[config.mk]
export PLATFORM = sky130hd
export DESIGN_NAME = gpio_port
export DESIGN_NICKNAME = d
export VERILOG_FILES = /design/src/gpio_port_pkg.sv /design/src/pin_debounce.sv /design/src/gpio_port.sv
export SDC_FILE = /design/constraint.sdc
export NUM_CORES = 1
export LEC_CHECK = 0
export ABC_AREA = 1
export BUFFER_PORTS_ARGS = -buffer_cell sky130_fd_sc_hd__buf_4
export CORE_UTILIZATION = 35
export CTS_BUF_LIST = sky130_fd_sc_hd__clkbuf_4 sky130_fd_sc_hd__clkbuf_8
export CTS_CLUSTER_DIAMETER = 80
export DETAILED_ROUTE_END_ITERATION = 10
export RECOVER_POWER = 25
export SLEW_MARGIN = 30
export SYNTH_ARGS = -nofsm -noshare
export SYNTH_HDL_FRONTEND = slang
export SYNTH_SLANG_ARGS = --single-unit
[constraint.sdc]
create_clock -name clk_i -period 3.6 [get_ports clk_i]
set_input_delay 0.9 -clock clk_i [delete_from_list [all_inputs] [get_ports clk_i]]
set_output_delay 0.9 -clock clk_i [all_outputs]
set_load 0.05 [all_outputs]
[src/gpio_port_pkg.sv]
/*
  constants for the eight-pin general-purpose port: register offsets,
  reset values, field positions and the filter timing.
  assumes a 10 MHz system clock and a 16-bit register port.
*/
package gpio_port_pkg;
  localparam int unsigned NPINS = 8;
  localparam int unsigned AW    = 12;
  localparam logic [AW-1:0] OFF_DATA     = 12'h200;
  localparam logic [AW-1:0] OFF_DIR      = 12'h202;
  localparam logic [AW-1:0] OFF_PULL     = 12'h204;
  localparam logic [AW-1:0] OFF_FLAGS    = 12'h206;
  localparam logic [AW-1:0] OFF_IRQCTL   = 12'h208;
  localparam logic [AW-1:0] OFF_DEBOUNCE = 12'h20a;
  localparam logic [AW-1:0] OFF_MODE     = 12'h20c;
  localparam logic [AW-1:0] OFF_FUNC     = 12'h20e;
  localparam logic [AW-1:0] OFF_IRQ_MASK = 12'h210;
  localparam logic [15:0] RST_REG = 16'h0000;
  localparam int unsigned HI_LSB = 8;
  localparam int unsigned LO_LSB = 0;
  localparam int unsigned FILTER_NS  = 400;
  localparam int unsigned CLK_NS     = 100;
  localparam int unsigned FILTER_CYC = (FILTER_NS + CLK_NS - 1) / CLK_NS;
endpackage : gpio_port_pkg

[src/pin_debounce.sv]
/*
  per-pin chattering filter: the output follows the input only after
  it has stood still for a fixed count. assumes a synchronised input.
*/
module pin_debounce (
  input  wire logic clk_i,
  input  wire logic rst_n_i,
  input  wire logic ce_i,
  input  wire logic in_i,
  output logic      out_o
);
  logic [3:0] cnt_r;
  logic [3:0] cnt_nxt;
  logic       out_r;
  logic       out_nxt;

  always_comb begin
    cnt_nxt = cnt_r;
    out_nxt = out_r;
    if (in_i == out_r) begin
      cnt_nxt = 4'h0;
    end else if (cnt_r == 4'(gpio_port_pkg::FILTER_CYC - 1)) begin
      cnt_nxt = 4'h0;
      out_nxt = in_i;
    end else begin
      cnt_nxt = cnt_r + 4'h1;
    end
  end

  always_ff @(posedge clk_i or negedge rst_n_i) begin
    if (!rst_n_i) begin
      cnt_r <= 4'h0;
      out_r <= 1'b0;
    end else if (ce_i) begin
      cnt_r <= cnt_nxt;
      out_r <= out_nxt;
    end
  end

  assign out_o = out_r;
endmodule : pin_debounce

[src/gpio_port.sv]
/*
  eight-pin general-purpose port with register port, edge interrupts,
  per-pin debounce, pulls and peripheral hand-over.
  assumes pad inputs are asynchronous; peripheral signals share clk_i.
*/
// The strobed register port is this design's own decision.
module gpio_port (
  input  wire logic        clk_i,
  input  wire logic        rst_n_i,
  input  wire logic        ce_i,
  input  wire logic [11:0] addr_i,
  input  wire logic [15:0] wdata_i,
  input  wire logic        wr_i,
  input  wire logic        rd_i,
  output logic      [15:0] rdata_o,
  input  wire logic [7:0]  pad_in_i,
  output logic      [7:0]  pad_out_o,
  output logic      [7:0]  pad_oe_o,
  output logic      [7:0]  pull_en_o,
  output logic      [7:0]  pull_up_o,
  input  wire logic [7:0]  periph_out_i,
  input  wire logic [7:0]  periph_oe_i,
  output logic      [7:0]  periph_in_o,
  output logic      [15:0] pin_function_choice_o,
  output logic             irq_o
);
  localparam int unsigned N = gpio_port_pkg::NPINS;
  localparam int unsigned H = gpio_port_pkg::HI_LSB;

  logic [7:0]  pin_out_value_r, pin_out_value_nxt;
  logic [7:0]  input_enable_bits_r, input_enable_bits_nxt;
  logic [7:0]  output_enable_bits_r, output_enable_bits_nxt;
  logic [7:0]  pull_direction_select_r, pull_direction_select_nxt;
  logic [7:0]  pull_enable_bits_r, pull_enable_bits_nxt;
  logic [7:0]  pin_irq_flags_r, pin_irq_flags_nxt;
  logic [7:0]  irq_edge_select_r, irq_edge_select_nxt;
  logic [7:0]  pin_irq_enable_r, pin_irq_enable_nxt;
  logic [7:0]  debounce_enable_bits_r, debounce_enable_bits_nxt;
  logic [7:0]  peripheral_mode_bits_r, peripheral_mode_bits_nxt;
  logic [15:0] pin_function_choice_r, pin_function_choice_nxt;
  logic [7:0]  irq_mask_r, irq_mask_nxt;
  logic [15:0] rdata_r, rdata_nxt;

  logic [7:0] s1_r, s2_r, s3_r;
  logic [7:0] stable_r, stable_nxt;
  logic [7:0] filt;
  logic [7:0] clean;
  logic [7:0] gated_r, gated_nxt;
  logic [7:0] edge_hit;
  logic [7:0] readback;

  function automatic logic hit(input logic [11:0] a,
                               input logic [11:0] off);
    hit = (a == off);
  endfunction : hit

  // three-stage synchroniser; a change counts once stages two and three agree
  always_ff @(posedge clk_i or negedge rst_n_i) begin
    if (!rst_n_i) begin
      s1_r     <= 8'h00;
      s2_r     <= 8'h00;
      s3_r     <= 8'h00;
      stable_r <= 8'h00;
      gated_r  <= 8'h00;
    end else if (ce_i) begin
      s1_r     <= pad_in_i;
      s2_r     <= s1_r;
      s3_r     <= s2_r;
      stable_r <= stable_nxt;
      gated_r  <= gated_nxt;
    end
  end

  always_comb begin
    stable_nxt = stable_r;
    for (int i = 0; i < N; i++) begin
      if (s2_r[i] == s3_r[i]) begin
        stable_nxt[i] = s3_r[i];
      end
    end
  end

  genvar g;
  generate
    for (g = 0; g < N; g++) begin : g_pin
      pin_debounce u_deb (
        .clk_i   (clk_i),
        .rst_n_i (rst_n_i),
        .ce_i    (ce_i),
        .in_i    (stable_r[g]),
        .out_o   (filt[g])
      );
      // filter bypassed when its enable is clear
      assign clean[g] = debounce_enable_bits_r[g] ? filt[g]
                                                  : stable_r[g];
    end
  endgenerate

  // disabled input reads as 0 internally
  assign gated_nxt = clean & input_enable_bits_r;

  // rising when select is 0, falling when 1
  assign edge_hit = ((~irq_edge_select_r & gated_nxt & ~gated_r)
                    | (irq_edge_select_r & ~gated_nxt & gated_r))
                    & pin_irq_enable_r & ~peripheral_mode_bits_r;

  // peripheral pins hide their level from readback
  // live enable too: the gated stage lags one cycle after a disable
  assign readback = gated_r & input_enable_bits_r
                    & ~peripheral_mode_bits_r;

  // pad drive: gpio data or the peripheral's own signals
  always_comb begin
    for (int i = 0; i < N; i++) begin
      if (peripheral_mode_bits_r[i]) begin
        pad_out_o[i] = periph_out_i[i];
        pad_oe_o[i]  = periph_oe_i[i];
        pull_en_o[i] = 1'b0;
      end else begin
        pad_out_o[i] = pin_out_value_r[i];
        pad_oe_o[i]  = output_enable_bits_r[i];
        pull_en_o[i] = pull_enable_bits_r[i]
                       & ~output_enable_bits_r[i];
      end
    end
  end

  assign pull_up_o   = pull_direction_select_r;
  // peripherals see the synchronised level regardless of gpio input gating
  assign periph_in_o = stable_r & peripheral_mode_bits_r;
  assign pin_function_choice_o = pin_function_choice_r;

  // register next values
  always_comb begin
    pin_out_value_nxt         = pin_out_value_r;
    input_enable_bits_nxt     = input_enable_bits_r;
    output_enable_bits_nxt    = output_enable_bits_r;
    pull_direction_select_nxt = pull_direction_select_r;
    pull_enable_bits_nxt      = pull_enable_bits_r;
    irq_edge_select_nxt       = irq_edge_select_r;
    pin_irq_enable_nxt        = pin_irq_enable_r;
    debounce_enable_bits_nxt  = debounce_enable_bits_r;
    peripheral_mode_bits_nxt  = peripheral_mode_bits_r;
    pin_function_choice_nxt   = pin_function_choice_r;
    irq_mask_nxt              = irq_mask_r;
    pin_irq_flags_nxt         = pin_irq_flags_r;
    rdata_nxt                 = 16'h0000;
    if (wr_i) begin
      if (hit(addr_i, gpio_port_pkg::OFF_DATA)) begin
        pin_out_value_nxt = wdata_i[H +: 8];
      end
      if (hit(addr_i, gpio_port_pkg::OFF_DIR)) begin
        input_enable_bits_nxt  = wdata_i[H +: 8];
        output_enable_bits_nxt = wdata_i[7:0];
      end
      if (hit(addr_i, gpio_port_pkg::OFF_PULL)) begin
        pull_direction_select_nxt = wdata_i[H +: 8];
        pull_enable_bits_nxt      = wdata_i[7:0];
      end
      if (hit(addr_i, gpio_port_pkg::OFF_FLAGS)) begin
        pin_irq_flags_nxt = pin_irq_flags_r & ~wdata_i[7:0];
      end
      if (hit(addr_i, gpio_port_pkg::OFF_IRQCTL)) begin
        irq_edge_select_nxt = wdata_i[H +: 8];
        pin_irq_enable_nxt  = wdata_i[7:0];
      end
      if (hit(addr_i, gpio_port_pkg::OFF_DEBOUNCE)) begin
        debounce_enable_bits_nxt = wdata_i[7:0];
      end
      if (hit(addr_i, gpio_port_pkg::OFF_MODE)) begin
        peripheral_mode_bits_nxt = wdata_i[7:0];
      end
      if (hit(addr_i, gpio_port_pkg::OFF_FUNC)) begin
        pin_function_choice_nxt = wdata_i;
      end
      if (hit(addr_i, gpio_port_pkg::OFF_IRQ_MASK)) begin
        irq_mask_nxt = wdata_i[7:0];
      end
    end
    // a read of the flag register also clears what it returned
    if (rd_i && hit(addr_i, gpio_port_pkg::OFF_FLAGS)) begin
      pin_irq_flags_nxt = pin_irq_flags_r & ~pin_irq_flags_r;
    end
    // new edges win over any clear in the same cycle
    pin_irq_flags_nxt = pin_irq_flags_nxt | edge_hit;
    if (rd_i) begin
      case (1'b1)
        hit(addr_i, gpio_port_pkg::OFF_DATA):
          rdata_nxt = {pin_out_value_r, readback};
        hit(addr_i, gpio_port_pkg::OFF_DIR):
          rdata_nxt = {input_enable_bits_r, output_enable_bits_r};
        hit(addr_i, gpio_port_pkg::OFF_PULL):
          rdata_nxt = {pull_direction_select_r, pull_enable_bits_r};
        hit(addr_i, gpio_port_pkg::OFF_FLAGS):
          rdata_nxt = {8'h00, pin_irq_flags_r};
        hit(addr_i, gpio_port_pkg::OFF_IRQCTL):
          rdata_nxt = {irq_edge_select_r, pin_irq_enable_r};
        hit(addr_i, gpio_port_pkg::OFF_DEBOUNCE):
          rdata_nxt = {8'h00, debounce_enable_bits_r};
        hit(addr_i, gpio_port_pkg::OFF_MODE):
          rdata_nxt = {8'h00, peripheral_mode_bits_r};
        hit(addr_i, gpio_port_pkg::OFF_FUNC):
          rdata_nxt = pin_function_choice_r;
        hit(addr_i, gpio_port_pkg::OFF_IRQ_MASK):
          rdata_nxt = {8'h00, irq_mask_r};
        default:
          rdata_nxt = 16'h0000;
      endcase
    end
  end

  always_ff @(posedge clk_i or negedge rst_n_i) begin
    if (!rst_n_i) begin
      pin_out_value_r         <= 8'h00;
      input_enable_bits_r     <= 8'h00;
      output_enable_bits_r    <= 8'h00;
      pull_direction_select_r <= 8'h00;
      pull_enable_bits_r      <= 8'h00;
      pin_irq_flags_r         <= 8'h00;
      irq_edge_select_r       <= 8'h00;
      pin_irq_enable_r        <= 8'h00;
      debounce_enable_bits_r  <= 8'h00;
      peripheral_mode_bits_r  <= 8'h00;
      pin_function_choice_r   <= gpio_port_pkg::RST_REG;
      irq_mask_r              <= 8'h00;
      rdata_r                 <= gpio_port_pkg::RST_REG;
    end else if (ce_i) begin
      pin_out_value_r         <= pin_out_value_nxt;
      input_enable_bits_r     <= input_enable_bits_nxt;
      output_enable_bits_r    <= output_enable_bits_nxt;
      pull_direction_select_r <= pull_direction_select_nxt;
      pull_enable_bits_r      <= pull_enable_bits_nxt;
      pin_irq_flags_r         <= pin_irq_flags_nxt;
      irq_edge_select_r       <= irq_edge_select_nxt;
      pin_irq_enable_r        <= pin_irq_enable_nxt;
      debounce_enable_bits_r  <= debounce_enable_bits_nxt;
      peripheral_mode_bits_r  <= peripheral_mode_bits_nxt;
      pin_function_choice_r   <= pin_function_choice_nxt;
      irq_mask_r              <= irq_mask_nxt;
      rdata_r                 <= rdata_nxt;
    end
  end

  assign rdata_o = rdata_r;
  assign irq_o   = |(pin_irq_flags_r & irq_mask_r);

  property p_drive_gpio;
    @(posedge clk_i) disable iff (!rst_n_i)
      (!peripheral_mode_bits_r[0] && output_enable_bits_r[0])
        |-> (pad_out_o[0] == pin_out_value_r[0] && pad_oe_o[0]);
  endproperty
  a_drive_gpio: assert property (p_drive_gpio)
    else $error("gpio pin not driven with its data");

  property p_hiz_off;
    @(posedge clk_i) disable iff (!rst_n_i)
      (!peripheral_mode_bits_r[0] && !output_enable_bits_r[0])
        |-> !pad_oe_o[0];
  endproperty
  a_hiz_off: assert property (p_hiz_off)
    else $error("pin driven while output disabled");

  property p_periph_drive;
    @(posedge clk_i) disable iff (!rst_n_i)
      peripheral_mode_bits_r[1] |-> (pad_out_o[1] == periph_out_i[1]);
  endproperty
  a_periph_drive: assert property (p_periph_drive)
    else $error("peripheral pin follows gpio data");

  property p_in_off_zero;
    @(posedge clk_i) disable iff (!rst_n_i)
      (ce_i && rd_i && addr_i == gpio_port_pkg::OFF_DATA
       && !input_enable_bits_r[2] && !input_enable_bits_nxt[2])
        |=> !rdata_o[2];
  endproperty
  a_in_off_zero: assert property (p_in_off_zero)
    else $error("disabled input read as 1");

  property p_periph_hidden;
    @(posedge clk_i) disable iff (!rst_n_i)
      (ce_i && rd_i && addr_i == gpio_port_pkg::OFF_DATA
       && peripheral_mode_bits_r[3]) |=> !rdata_o[3];
  endproperty
  a_periph_hidden: assert property (p_periph_hidden)
    else $error("peripheral pin level shown in readback");

  property p_w1c;
    @(posedge clk_i) disable iff (!rst_n_i)
      (ce_i && wr_i && addr_i == gpio_port_pkg::OFF_FLAGS
       && wdata_i[0] && !edge_hit[0]) |=> !pin_irq_flags_r[0];
  endproperty
  a_w1c: assert property (p_w1c)
    else $error("flag not cleared by write of 1");

  property p_edge_sets;
    @(posedge clk_i) disable iff (!rst_n_i)
      (ce_i && edge_hit[4]) |=> pin_irq_flags_r[4];
  endproperty
  a_edge_sets: assert property (p_edge_sets)
    else $error("edge did not set flag");

  property p_no_enable;
    @(posedge clk_i) disable iff (!rst_n_i)
      !pin_irq_enable_r[5] |-> !edge_hit[5];
  endproperty
  a_no_enable: assert property (p_no_enable)
    else $error("disabled pin raised interrupt");

  property p_pull_off;
    @(posedge clk_i) disable iff (!rst_n_i)
      output_enable_bits_r[6] |-> !pull_en_o[6];
  endproperty
  a_pull_off: assert property (p_pull_off)
    else $error("pull active with output enabled");

  property p_out_reg;
    @(posedge clk_i) disable iff (!rst_n_i)
      (ce_i && wr_i && addr_i == gpio_port_pkg::OFF_DATA)
        |=> (pin_out_value_r == $past(wdata_i[15:8]));
  endproperty
  a_out_reg: assert property (p_out_reg)
    else $error("output data byte not stored");

  property p_bypass;
    @(posedge clk_i) disable iff (!rst_n_i)
      !debounce_enable_bits_r[7] |-> (clean[7] == stable_r[7]);
  endproperty
  a_bypass: assert property (p_bypass)
    else $error("filter not bypassed");

  property p_mode;
    @(posedge clk_i) disable iff (!rst_n_i)
      !peripheral_mode_bits_r[7] |-> (pad_oe_o[7] == output_enable_bits_r[7]);
  endproperty
  a_mode: assert property (p_mode)
    else $error("gpio pin not under gpio control");

  property p_read_level;
    @(posedge clk_i) disable iff (!rst_n_i)
      (ce_i && rd_i && addr_i == gpio_port_pkg::OFF_DATA)
        |=> (rdata_o[7:0] == $past(readback));
  endproperty
  a_read_level: assert property (p_read_level)
    else $error("readback mismatch");
endmodule : gpio_port

==> flow_metrics.tcl <==
set metrics [dict create \
    numPortBuffers 129 \
    cp_cell_sequence "a22o_1, a221oi_1, nand2_1, buf_4" \
    synthCells 1254 \
    routedWlPerCell_um 17.3 \
    place_congestion 0.913 \
    timing.final.crit_share_pct 78.1 \
    cts_sinks 200 \
    num_rows 61 \
    die_width_um 171 \
    cts_resized 0 \
    die_height_um 171 \
    yosysWarnings 0 \
    max_stage_delay_ps 440 \
    yosysSeqAreaShare_pct 50.2 \
    firstDrtPassIters 6 \
    hp-class "reg -> reg" \
    routed_via_density 5.08 \
    n_antenna_cell 0 \
    tightest_slew_ps 2380 \
    cpMaxStageDelayCell "dfrtp_1" \
    syn_avg_cell_area_um2 7.95 \
    drive_gt1_share_pct 15.5 \
    syn_to_final_growth_pct 17.7 \
    vias 8922 \
    crit_required_ps 2700 \
    worstSetupPathType "reg -> out" \
    clock-root-buffer "clkbuf_8" \
    max_freq_ghz 0.356 \
    route.detailed.drc 0 \
    hold_viol 0 \
    synth_top_family_by_area "simple AND/OR/NAND/NOR gates" \
    final_common_cell "nand2_1" \
    placed_cell_area_um2 11300 \
    finalSetupViolCount 0 \
    layoutNonFillerInstCount 1758 \
    cts.clk_slew.worst_paths_ps 110 \
    ys_types 36 \
    cts_setup_buffers 0 \
    netlist_area_um2 9970 \
    cts_tree "built" \
    yosys_register_bits 200 \
    period_needed_ps 2810 \
    pin_count 130 \
    drtIter0Drc 726 \
    gr-total-overflow 0 \
    dieArea_um2 29200 \
    dp_hpwl_um 22200 \
    status "finished, violations left" \
    wl_um 30400 \
    dpl.cell_count 1726 \
    synth.area.mux_share_pct 0.665 \
    power.leakage_nw 5.80 \
    insertion_delay_ps 480 \
    drtAntennaViolNets 0 \
    fin_nets 1432 \
    register_area_um2 5000 \
    rsz0062_at_grt "false" \
    initial_utilization_pct 35.7 \
    cts_buffers 17 \
    core_um2 27900 \
    violations "capacitance limit, slew limit" \
    vdd_ir_drop_max_mv 0.188 \
    synth_simple_gate_area_share_pct 22.7 \
    syn_nets 1319 \
    critPathCaptureType "output pin" \
    utilization_pct 42.0 \
    grt_pass1_wl_um 48600 \
    grt_max_degree 88 \
    grt_use_total_pct 21.8 \
    arrival_ps 1910 \
    holdWs_ps 484 \
    h-tree-depth 4 \
    fill_cells 2879 \
    maxSlewViolCount 86 \
    max_slew_margin_pct -58.8 \
    synth_compound_area_share_pct 15.5 \
    final_cell_mix "360 x nand2_1, 200 x dfrtp_1, 141 x buf_4" \
    antenna_found_initial 0 \
    grt_pass1_vias 8547 \
    critPathMaxFanout 4 \
    power_density_nw_per_um2 424 \
    start_kind "flop" \
    yosys.area_share.xor_xnor_pct 2.28 \
    maxCapViolations 1 \
    fin_tns_setup_ps 0 \
    fin_area_um2 11700 \
    multi_input_area_um2 4200 \
    clockBufferDepth 2 \
    fin_worst_skew_ps 22.6 \
    postCtsHoldBufs 0 \
    synthAdderAreaFrac_pct 1.00 \
]
[layout make-up]
class,count,area share (%)
Sequential cell,200,42.6
Multi-Input combinational cell,861,35.8
Timing Repair Buffer,146,9.60
Inverter,141,4.51
Tap cell,378,4.03
Clock buffer,18,2.06
Clock inverter,14,1.37
[worst max-delay path: cells and delay by family (launching register included)]
kind	cells	cell delay (ps)
compound gates	2	630
simple gates	1	160
flops	1	440
buf+inv	1	230
[cells by family (layout without fill, tap and decap cells)]
kind of cell	Yosys count	after routing
AO/OA/AOI/OAI	282	282
XOR/XNOR	26	26
adder cells (fa/ha/maj)	8	8
buffers and inverters	193	319
flip-flops	200	200
multiplexers	6	6
AND/OR/NAND/NOR	539	539
[report_power, final]
group          total, mW  internal, mW  switching (mW)
clock network       1.49         0.591           0.900
registers           2.68          2.47           0.217
logic              0.796         0.334           0.463
[state kept, by name, indices dropped and copies added, names as in the netlist]
register and cells:
stable_r 8, pin_irq_flags_r 8, irq_mask_r 8, peripheral_mode_bits_r 8
s3_r 8, s1_r 8, pin_function_choice_o 16, g_pin.u_deb.out_o 8
debounce_enable_bits_r 8, pull_up_o 8, g_pin.u_deb.cnt_r 32, gated_r 8
pull_enable_bits_r 8, pin_out_value_r 8, s2_r 8, rdata_o 16
pin_irq_enable_r 8, irq_edge_select_r 8, output_enable_bits_r 8, input_enable_bits_r 8
[synth_stat cells, drive strengths merged]
library cell	count	share of area [%]
nand2	365	14
dfrtp	200	50
o21ai	194	9.7
inv	141	5.3
nor2	71	3.0
nand3	70	3.8
a21oi	34	1.7
clkbuf	33	1.2
o211ai	21	1.6
buf	19	1.2
nand4	18	1.1
xor2	18	1.6
nor3	14	0.92
a31oi	13	0.82
a22o	8	0.70
ha	8	1.0
o22ai	8	0.50
xnor2	8	0.70
mux2	5	0.56
a221oi	2	0.18
mux2i	1	0.10
o2111a	1	0.11
o41ai	1	0.088
or2	1	0.063
[layer usage]
layer | global-route usage (%) | vias to the layer above | part of all wire (%)
met3 | 4.28 | 47 | 7.1
met4 | 7.53 | 0 | 2.8
met2 | 33.3 | 319 | 44
li1 | - | 4328 | -
met5 | 0 | - | 0
met1 | 30.9 | 4228 | 46
[through the flow]
stage | total power [mW] | worst slack [ps]
after floorplan | 3.23 | 1070
after global placement | 3.49 | 806
after detailed placement | 3.53 | 755
after CTS | 5.02 | 774
after global routing | 5.26 | 521
final | 4.97 | 787
[worst paths after layout]
kind,startpoint,to,slack (ps),cells past startpoint
worst min-delay path,s1_r[7]$_DFFE_PN0P_,s1_r[7]$_DFFE_PN0P_,480,2
worst max register to register,stable_r[3]$_DFFE_PN0P_,pin_irq_flags_r[3]$_DFFE_PN0P_,2140,5
min in group asynchronous,rst_n_i,stable_r[1]$_DFFE_PN0P_,1140,1
max in group asynchronous,rst_n_i,g_pin[0].u_deb.cnt_r[2]$_DFFE_PN0P_,960,2
worst max-delay path,pin_irq_flags_r[6]$_DFFE_PN0P_,irq_o,790,4
worst min register to register,s1_r[7]$_DFFE_PN0P_,s1_r[7]$_DFFE_PN0P_,480,2
No activity file was read; power rests on OpenSTA's default activity.
